[config.mk]
export PLATFORM = sky130hd
export DESIGN_NAME = cbcr_regs
export DESIGN_NICKNAME = d
export VERILOG_FILES = /design/src/include/cbcr_pkg.sv /design/src/logic/cbcr_regs.sv
export SDC_FILE = /design/constraint.sdc
export NUM_CORES = 1
export LEC_CHECK = 0
export ABC_AREA = 1
export ABC_CLOCK_PERIOD_IN_PS = 1260
export BUFFER_PORTS_ARGS = -buffer_cell sky130_fd_sc_hd__buf_4
export CORE_MARGIN = 8
export CORE_UTILIZATION = 42
export CTS_CLUSTER_SIZE = 12
export DETAILED_ROUTE_END_ITERATION = 7
export HOLD_SLACK_MARGIN = 0.08
export PLACE_DENSITY = 0.9
export SLEW_MARGIN = 20
export SYNTH_ARGS = -nofsm -noshare
export SYNTH_HDL_FRONTEND = slang
export SYNTH_SLANG_ARGS = --single-unit
[constraint.sdc]
create_clock -name sys_clk_i -period 1.26 [get_ports sys_clk_i]
set_input_delay 0 -clock sys_clk_i [delete_from_list [all_inputs] [get_ports sys_clk_i]]
set_output_delay 0 -clock sys_clk_i [all_outputs]
set_load 0.005 [all_outputs]
[src/include/cbcr_pkg.sv]
// Package with register map, field layout and reset values of the clock board control registers.
`default_nettype none
package cbcr_pkg;

	// ****************************************************************
	// Register offsets are word indices; the byte address is four times the index.
	// ****************************************************************
	localparam logic [7:0] JAC_INDEX = 8'h12;
	localparam logic [7:0] GBC_INDEX = 8'h18;
	localparam logic [9:0] JAC_ADDR  = {JAC_INDEX, 2'b00};
	localparam logic [9:0] GBC_ADDR  = {GBC_INDEX, 2'b00};
	localparam int         ADDR_W    = 10;

	// ****************************************************************
	// Field positions
	// ****************************************************************
	localparam int JAC_SEL_LSB  = 4;
	localparam int JAC_SEL_MSB  = 6;
	localparam int JAC_MR_BIT   = 2;
	localparam int JAC_OEB_BIT  = 1;
	localparam int JAC_OEA_BIT  = 0;
	localparam int GBC_RAM1_BIT = 5;
	localparam int GBC_RAM0_BIT = 4;
	localparam int GBC_LOC_BIT  = 0;

	// ****************************************************************
	// Reset values and writable masks
	// ****************************************************************
	localparam logic [7:0] JAC_RESET = 8'h10;
	localparam logic [7:0] GBC_RESET = 8'h00;
	localparam logic [7:0] JAC_WMASK = 8'h77;
	localparam logic [7:0] GBC_WMASK = 8'h31;

	localparam logic [1:0] RESP_OKAY   = 2'h0;
	localparam logic [1:0] RESP_SLVERR = 2'h2;

	// Drive group carried to the external clock and memory chips.
	typedef struct packed {
		logic [2:0] freq_select;
		logic       attenuator_master_reset;
		logic       group_b_output_disable;
		logic       group_a_output_disable;
		logic       first_ram_loop_disable;
		logic       second_ram_loop_disable;
		logic       local_clock_disable;
	} cbcr_drive_t;

endpackage

`default_nettype wire

[src/logic/cbcr_regs.sv]
// Clock board control register bank with AXI4-Lite slave.
//
// Function
// - Bits 6:4 of attenuator control drive the clock chip frequency select.
// - Board control bit 5 disables second RAM loop, read/write, resets to 0.
// - Board control bit 4 disables first RAM loop, read/write, resets to 0.
// - Board control bit 0 disables local 250 MHz clock, resets to 0.
// - Board control bits 7, 6, 3, 2, 1 read zero and ignore writes.
`timescale 1ns/1ps
`default_nettype none

module cbcr_regs (
	input  wire logic                        sys_clk_i,
	input  wire logic                        nrst_i,
	input  wire logic [cbcr_pkg::ADDR_W-1:0] s_axi_awaddr_i,
	input  wire logic                        s_axi_awvalid_i,
	output logic                             s_axi_awready_o,
	input  wire logic [31:0]                 s_axi_wdata_i,
	input  wire logic [3:0]                  s_axi_wstrb_i,
	input  wire logic                        s_axi_wvalid_i,
	output logic                             s_axi_wready_o,
	output logic [1:0]                       s_axi_bresp_o,
	output logic                             s_axi_bvalid_o,
	input  wire logic                        s_axi_bready_i,
	input  wire logic [cbcr_pkg::ADDR_W-1:0] s_axi_araddr_i,
	input  wire logic                        s_axi_arvalid_i,
	output logic                             s_axi_arready_o,
	output logic [31:0]                      s_axi_rdata_o,
	output logic [1:0]                       s_axi_rresp_o,
	output logic                             s_axi_rvalid_o,
	input  wire logic                        s_axi_rready_i,
	output cbcr_pkg::cbcr_drive_t            drive_o
);

	// ****************************************************************
	// Write channel: address and data latched independently
	// ****************************************************************
	logic                        aw_hold_ff, nxt_aw_hold;
	logic                        w_hold_ff, nxt_w_hold;
	logic [cbcr_pkg::ADDR_W-1:0] awaddr_ff, nxt_awaddr;
	logic [7:0]                  wdata_ff, nxt_wdata;
	logic                        wstrb0_ff, nxt_wstrb0;
	logic                        bvalid_ff, nxt_bvalid;
	logic [1:0]                  bresp_ff, nxt_bresp;
	logic [7:0]                  jac_ff, nxt_jac;
	logic [7:0]                  gbc_ff, nxt_gbc;

	assign s_axi_awready_o = !aw_hold_ff && !bvalid_ff;
	assign s_axi_wready_o  = !w_hold_ff && !bvalid_ff;

	always_comb begin
		nxt_aw_hold = aw_hold_ff;
		nxt_w_hold  = w_hold_ff;
		nxt_awaddr  = awaddr_ff;
		nxt_wdata   = wdata_ff;
		nxt_wstrb0  = wstrb0_ff;
		nxt_bvalid  = bvalid_ff;
		nxt_bresp   = bresp_ff;
		nxt_jac     = jac_ff;
		nxt_gbc     = gbc_ff;
		if (s_axi_awvalid_i && s_axi_awready_o) begin
			nxt_aw_hold = 1'b1;
			nxt_awaddr  = s_axi_awaddr_i;
		end
		if (s_axi_wvalid_i && s_axi_wready_o) begin
			nxt_w_hold = 1'b1;
			nxt_wdata  = s_axi_wdata_i[7:0];
			nxt_wstrb0 = s_axi_wstrb_i[0];
		end
		// Commit once both halves are held; the response is raised on the same edge as the register update.
		if (aw_hold_ff && w_hold_ff) begin
			nxt_aw_hold = 1'b0;
			nxt_w_hold  = 1'b0;
			nxt_bvalid  = 1'b1;
			nxt_bresp   = cbcr_pkg::RESP_OKAY;
			if (awaddr_ff == cbcr_pkg::JAC_ADDR) begin
				if (wstrb0_ff) begin
					nxt_jac = wdata_ff & cbcr_pkg::JAC_WMASK;
				end
			end else if (awaddr_ff == cbcr_pkg::GBC_ADDR) begin
				if (wstrb0_ff) begin
					nxt_gbc = wdata_ff & cbcr_pkg::GBC_WMASK;
				end
			end else begin
				nxt_bresp = cbcr_pkg::RESP_SLVERR;
			end
		end
		if (bvalid_ff && s_axi_bready_i) begin
			nxt_bvalid = 1'b0;
		end
	end

	always_ff @(posedge sys_clk_i) begin
		if (!nrst_i) begin
			aw_hold_ff <= 1'b0;
			w_hold_ff  <= 1'b0;
			awaddr_ff  <= '0;
			wdata_ff   <= 8'h00;
			wstrb0_ff  <= 1'b0;
			bvalid_ff  <= 1'b0;
			bresp_ff   <= cbcr_pkg::RESP_OKAY;
			jac_ff     <= cbcr_pkg::JAC_RESET;
			gbc_ff     <= cbcr_pkg::GBC_RESET;
		end else begin
			aw_hold_ff <= nxt_aw_hold;
			w_hold_ff  <= nxt_w_hold;
			awaddr_ff  <= nxt_awaddr;
			wdata_ff   <= nxt_wdata;
			wstrb0_ff  <= nxt_wstrb0;
			bvalid_ff  <= nxt_bvalid;
			bresp_ff   <= nxt_bresp;
			jac_ff     <= nxt_jac;
			gbc_ff     <= nxt_gbc;
		end
	end

	assign s_axi_bvalid_o = bvalid_ff;
	assign s_axi_bresp_o  = bresp_ff;

	// ****************************************************************
	// Read channel
	// ****************************************************************
	logic        rvalid_ff, nxt_rvalid;
	logic [31:0] rdata_ff, nxt_rdata;
	logic [1:0]  rresp_ff, nxt_rresp;

	assign s_axi_arready_o = !rvalid_ff;

	always_comb begin
		nxt_rvalid = rvalid_ff;
		nxt_rdata  = rdata_ff;
		nxt_rresp  = rresp_ff;
		if (s_axi_arvalid_i && s_axi_arready_o) begin
			nxt_rvalid = 1'b1;
			nxt_rresp  = cbcr_pkg::RESP_OKAY;
			if (s_axi_araddr_i == cbcr_pkg::JAC_ADDR) begin
				nxt_rdata = {24'h000000, jac_ff};
			end else if (s_axi_araddr_i == cbcr_pkg::GBC_ADDR) begin
				nxt_rdata = {24'h000000, gbc_ff};
			end else begin
				nxt_rdata = 32'h00000000;
				nxt_rresp = cbcr_pkg::RESP_SLVERR;
			end
		end else if (rvalid_ff && s_axi_rready_i) begin
			nxt_rvalid = 1'b0;
		end
	end

	always_ff @(posedge sys_clk_i) begin
		if (!nrst_i) begin
			rvalid_ff <= 1'b0;
			rdata_ff  <= 32'h00000000;
			rresp_ff  <= cbcr_pkg::RESP_OKAY;
		end else begin
			rvalid_ff <= nxt_rvalid;
			rdata_ff  <= nxt_rdata;
			rresp_ff  <= nxt_rresp;
		end
	end

	assign s_axi_rvalid_o = rvalid_ff;
	assign s_axi_rdata_o  = rdata_ff;
	assign s_axi_rresp_o  = rresp_ff;

	// ****************************************************************
	// Pin drive
	// ****************************************************************
	// Group A frequency is not guarded in hardware; software keeps it steady.
	always_comb begin
		drive_o.freq_select             = jac_ff[cbcr_pkg::JAC_SEL_MSB:cbcr_pkg::JAC_SEL_LSB];
		drive_o.attenuator_master_reset = jac_ff[cbcr_pkg::JAC_MR_BIT];
		drive_o.group_b_output_disable  = jac_ff[cbcr_pkg::JAC_OEB_BIT];
		drive_o.group_a_output_disable  = jac_ff[cbcr_pkg::JAC_OEA_BIT];
		drive_o.second_ram_loop_disable = gbc_ff[cbcr_pkg::GBC_RAM1_BIT];
		drive_o.first_ram_loop_disable  = gbc_ff[cbcr_pkg::GBC_RAM0_BIT];
		drive_o.local_clock_disable     = gbc_ff[cbcr_pkg::GBC_LOC_BIT];
	end

	// ****************************************************************
	// Checks
	// ****************************************************************
	chk_gbc_reserved_zero: assert property (@(posedge sys_clk_i) disable iff (!nrst_i)
		(gbc_ff & ~cbcr_pkg::GBC_WMASK) == 8'h00)
		else $error("Reserved board control bits not zero.");

	chk_gbc_write_ram1: assert property (@(posedge sys_clk_i) disable iff (!nrst_i)
		(aw_hold_ff && w_hold_ff && wstrb0_ff && awaddr_ff == cbcr_pkg::GBC_ADDR)
		|=> drive_o.second_ram_loop_disable == $past(wdata_ff[5]))
		else $error("Second RAM loop disable did not follow write.");

	chk_gbc_write_ram0: assert property (@(posedge sys_clk_i) disable iff (!nrst_i)
		(aw_hold_ff && w_hold_ff && wstrb0_ff && awaddr_ff == cbcr_pkg::GBC_ADDR)
		|=> drive_o.first_ram_loop_disable == $past(wdata_ff[4]))
		else $error("First RAM loop disable did not follow write.");

	chk_gbc_write_loc: assert property (@(posedge sys_clk_i) disable iff (!nrst_i)
		(aw_hold_ff && w_hold_ff && wstrb0_ff && awaddr_ff == cbcr_pkg::GBC_ADDR)
		|=> drive_o.local_clock_disable == $past(wdata_ff[0]))
		else $error("Local clock disable did not follow write.");

	chk_jac_write_sel: assert property (@(posedge sys_clk_i) disable iff (!nrst_i)
		(aw_hold_ff && w_hold_ff && wstrb0_ff && awaddr_ff == cbcr_pkg::JAC_ADDR)
		|=> drive_o.freq_select == $past(wdata_ff[6:4]))
		else $error("Frequency select did not follow write.");

	chk_jac_write_ctl: assert property (@(posedge sys_clk_i) disable iff (!nrst_i)
		(aw_hold_ff && w_hold_ff && wstrb0_ff && awaddr_ff == cbcr_pkg::JAC_ADDR)
		|=> {drive_o.attenuator_master_reset, drive_o.group_b_output_disable,
			drive_o.group_a_output_disable} == $past(wdata_ff[2:0]))
		else $error("Attenuator control bits did not follow write.");

	chk_reset_values: assert property (@(posedge sys_clk_i)
		!nrst_i |=> (gbc_ff == 8'h00 && jac_ff[2:0] == 3'h0))
		else $error("Control bits not zero after reset.");

	chk_read_gbc: assert property (@(posedge sys_clk_i) disable iff (!nrst_i)
		(s_axi_arvalid_i && s_axi_arready_o && s_axi_araddr_i == cbcr_pkg::GBC_ADDR)
		|=> s_axi_rvalid_o && s_axi_rdata_o[7:6] == 2'h0 && s_axi_rdata_o[3:1] == 3'h0)
		else $error("Board control read shows reserved bits set.");

	chk_write_resp: assert property (@(posedge sys_clk_i) disable iff (!nrst_i)
		(aw_hold_ff && w_hold_ff) |=> s_axi_bvalid_o)
		else $error("Write response not raised after commit.");

endmodule

`default_nettype wire
# Word level (Yosys, flattened, before mapping)
# Index checks and enable logic that the tools add are counted.
[totals]
n_memories = 0
output_inout_bits = 50
ff_bits = 67
wordCells = 43
mem_bits_ro = 0
in_bits = 63
ramBits = 0
latch_bits = 0
[classes]
mul = 0
div_mod_pow = 0
n_mux = 8
n_eq_ne = 4
reduce_logical = 17
n_addsub = 0
n_lt_le_gt_ge = 0
n_shift = 0
n_bitwise = 2
[ops]
columns = ["op", "n"]
rows = [
  ["== test 10 x 7 -> 1 bit (second input constant)", 4],
  ["logical AND 1 bit", 8],
  ["2-to-1 mux 2 bit", 4],
  ["2-to-1 mux 7 bit", 1],
  ["2-to-1 mux 6 bit", 1],
  ["zero test 1 bit", 4],
  ["AND reduction 4 bit", 1],
  ["OR reduction 2 bit", 2],
  ["AND reduction 3 bit", 1],
  ["2-to-1 mux 1 bit", 2],
  ["NOT 1 bit", 2],
  ["nonzero test 2 bit", 1],
]

# Logic depth before layout (Yosys ltp)
[depth]
word_depth = 3
mapped_depth = 8
ltp_nobuf = 8

# Worst setup path before layout
# No wires, ideal clock.
[synth_path]
path_kind = "flip-flop to flip-flop"
start = "reg bvalid_ff (netlist: s_axi_bvalid_o)"
end = "reg awaddr_ff[0] (netlist bit)"
required_ps = 1147
stages_incl_launch_ff = 6
setup_time_ps = 113
period_less_slack_ps = 1031
t_arrival_ps = 917
n_path_buf = 1
path_slack_ps = 229
path_cell_list = "dfxtp_1 nor2_2 nand2_1 buf_4 o21ai_1 nor2_1"
[synth_via]
elab_chain_len = 3
[synth_lines]
columns = ["element", "line_no", "source"]
rows = [
  ["start, declared", "cbcr_regs.sv:43", "logic bvalid_ff, nxt_bvalid;"],
  ["start signal, assigned", "cbcr_regs.sv:110", "bvalid_ff <= nxt_bvalid;"],
  ["zero test 1 bit", "cbcr_regs.sv:48", "assign s_axi_awready_o = !aw_hold_ff && !bvalid_ff;"],
  ["logical AND 1 bit", "cbcr_regs.sv:48", ""],
  ["named net s_axi_awready_o", "cbcr_regs.sv:17", "output logic s_axi_awready_o,"],
  ["logical AND 1 bit", "cbcr_regs.sv:61", "if (s_axi_awvalid_i && s_axi_awready_o) begin"],
  ["end signal, assigned", "cbcr_regs.sv:107", "awaddr_ff <= nxt_awaddr;"],
  ["end, declared", "cbcr_regs.sv:40", "logic [cbcr_pkg::ADDR_W-1:0] awaddr_ff, nxt_awaddr;"],
]
# The timed path passes the listed nets, and every way through them passes these cells.
# A chain may end at the register's enable or synchronous reset.

# Worst setup path in the final report
[layout_path]
start = "reg awaddr_ff[7] (netlist bit)"
end = "reg gbc_ff[5]"
[layout_via]
elab_chain_len = 3
elab_cells_between_ends = 4
cone_classes = "eq/ne (2); bitwise (1); reduce/logical (1)"
[layout_lines]
columns = ["element", "line_no", "source"]
rows = [
  ["== test 10 x 7 -> 1 bit", "cbcr_regs.sv:76", "if (awaddr_ff == cbcr_pkg::JAC_ADDR) begin"],
  ["NOT 1 bit (no source line)", "-", ""],
  ["AND reduction 4 bit (no source line) (*)", "-", ""],
  ["end signal, assigned", "cbcr_regs.sv:103", "gbc_ff <= cbcr_pkg::GBC_RESET;"],
  ["end signal, assigned", "cbcr_regs.sv:113", "gbc_ff <= nxt_gbc;"],
  ["end, declared", "cbcr_regs.sv:46", "logic [7:0] gbc_ff, nxt_gbc;"],
]
# Every way passes the cells marked *; elsewhere a longest branch is shown, timed or not.

==> results_dict.tcl <==
set metrics [dict create \
    nFillCells 364 \
    dpl.cell_count 339 \
    io_pins 113 \
    syn_inst 239 \
    fmax_mhz 864 \
    final_layout_size_suffix_gt1_share_pct 26.7 \
    synth_simple_gate_area_share_pct 27.2 \
    muxShareOfSynthArea_pct 0 \
    min_period_ns 1.16 \
    dp_slack_ns 0.104 \
    finalHoldViolCount 0 \
    fin_crit_sh_pct 91.9 \
    vdd_drop_max_uv 815 \
    setup_ws_ns 0.102 \
    antenna_left 0 \
    grt_pass1_vias 1594 \
    numCtsBuffers 5 \
    syn_to_final_growth_pct 38.5 \
    layout_commonest_cell "buf_4" \
    cp_slowest_stage_delay_ns 0.33 \
    maxCapViolations 0 \
    busiest_layer "met2" \
    synth_top_family_by_area "simple AND/OR/NAND/NOR gates" \
    status "completed" \
    drc 0 \
    dieWidth_um 81.2 \
    setup_viol 0 \
    cpMaxStageDelayCell "dfxtp_1" \
    final_cell_mix "buf_4 (61), nor2_1 (49), dfxtp_1 (38), nand2_1 (30), conb_1 (28)" \
    drv_slew 0 \
    cp_max_fo 7 \
    dr_total_vias 1631 \
    grt_pass1_wl_mm 7.09 \
    htreeDepth 2 \
    wl_per_cell_um 11.8 \
    path_cells "nor2_2, nand2_2, nor2_8, nand4_4, nand2_1, nand2_1, nor2_1" \
    path_class "flop to flop" \
    synth_fa_ha_area_share_pct 0 \
    die-area_mm2 0.00660 \
    grt_max_degree 30 \
    worst_path_most_repeated_cell "nand2_1" \
    p_total_mw 2.72 \
    clkSinkCount 38 \
    grt_overflow_total 0 \
    use_met1_pct 14.8 \
    antenna_found_initial 0 \
    synth_area_per_cell_um2 7.48 \
    post_drt_via_cell_ratio 4.38 \
    met2_usage_pct 23.4 \
    dp_hpwl_mm 3.14 \
    fin_cells 372 \
    hold_path_class "primary input to flop" \
    post_synth_num_cell_types 22 \
    use_met3_pct 5.19 \
    arrival_ns 1.38 \
    finalClockSkew_ns 0.00819 \
    cp.required_ns 1.49 \
    synth_area_mm2 0.00179 \
    cp-end-kind "flop" \
    power_leakage_nw 1.21 \
    grt.total_usage_pct 13.4 \
    final_nets 384 \
    clk-insertion-delay-late_ns 0.29 \
    coreArea_mm2 0.00406 \
    synth_xor_area_share_pct 0 \
    drt-initial-drc-count 50 \
    cts-root-buf "clkbuf_8" \
    gp_congestion 0.770 \
    path_clk_slew_ns 0.08 \
    chipHeight_um 81.2 \
    cts_tree "built" \
    synth_compound_area_share_pct 12.2 \
    ys_ff_latch 38 \
    ys_warn_count 0 \
    clk_path_buf_depth 2 \
    cellPowerDensity_mw_per_mm2 1100 \
    start_util_pct 44.0 \
    seq_area_frac_synth_pct 42.6 \
    first_pass_iters 4 \
    routed_wl_mm 4.38 \
    io_buffers 55 \
    n_antenna_cell 0 \
    start_kind "flop" \
    rows 23 \
]
==> Yosys cell counts, drive strengths merged <==
library cell | n | share of area, %
nor2 | 55 | 14
nand3 | 9 | 2.8
a21oi | 17 | 4.8
o21a | 2 | 0.84
dfxtp | 38 | 43
inv | 20 | 4.2
conb | 1 | 0.21
buf | 33 | 13
a211oi | 1 | 0.42
nand4 | 7 | 3.3
clkinv | 1 | 0.21
nand2 | 33 | 7.2
o21ai | 22 | 6.2
==> cell type report <==
cell class / count / area, um2 / area share (%)
Tap cell: 50 / 62.6 / 2.53
Timing Repair Buffer: 81 / 658 / 26.6
Multi-Input combinational cell: 174 / 817 / 33.0
Sequential cell: 38 / 761 / 30.7
Inverter: 21 / 81.3 / 3.29
Clock inverter: 2 / 12.5 / 0.506
Clock buffer: 6 / 82.6 / 3.34
==> stage by stage <==
stage | utilization (%) | area [um2] | setup TNS (ns) | hold WS (ns)
after floorplan | - | 1890 | 0 | 0.0990
after global placement | 52.5 | 2130 | 0 | 0.185
after detailed placement | 52.5 | 2130 | 0 | 0.192
after CTS | 59.8 | 2430 | 0 | 0.108
after global routing | 61.0 | 2470 | -0.0491 | 0.164
final | 61.0 | 2470 | 0 | 0.109
==> timing repair <==
item	in CTS	in global routing
buffers inserted	0	5
gates resized for setup	0	3
endpoints found under the hold margin	21	0
hold buffers	20	0
endpoints found under the setup margin	0	7
==> worst paths after layout <==
check | slack (ns) | endpoint | cells after the start | start
worst max register to register | 0.10 | gbc_ff[5] | 7 | awaddr_ff[7]
worst min register to register | 0.46 | awaddr_ff[9] | 2 | awaddr_ff[9]
worst min-delay path | 0.11 | aw_hold_ff | 5 | s_axi_awvalid_i
worst max-delay path | 0.10 | gbc_ff[5] | 7 | awaddr_ff[7]
==> layer usage <==
metal  routed length [um]  up-vias
met1                 1790      693
met5                    0        -
met2                 2140       61
li1                     -      872
met3                  395        5
met4                   52        0
==> worst max-delay path, delay by kind of cell, from the launching register on <==
kind          cells  cell delay, ns
flops             1            0.33
simple gates      7            0.77
==> where the power goes <==
part	leakage [nW]	switching, mW	internal [mW]
logic	0.849	0.261	0.248
clock network	0.0472	0.432	0.440
registers	0.312	0.0513	1.29
total	1.21	0.745	1.97
==> cell families (layout without fill, tap and decap cells) <==
kind of cell / count (synthesis) / count (layout)
buffers and inverters: 54 / 110
AND/OR/NAND/NOR: 104 / 104
other: 1 / 28
AO/OA/AOI/OAI: 42 / 42
flip-flops: 38 / 38
==> flip-flops by register name, indices dropped and copies added (netlist names) <==
signal          cells
s_axi_bresp_o       1
s_axi_rdata_o       6
aw_hold_ff          1
w_hold_ff           1
s_axi_rresp_o       1
s_axi_rvalid_o      1
wstrb0_ff           1
s_axi_bvalid_o      1
wdata_ff            6
awaddr_ff          10
jac_ff              6
gbc_ff              3
Power figures use the tool's default switching activity.
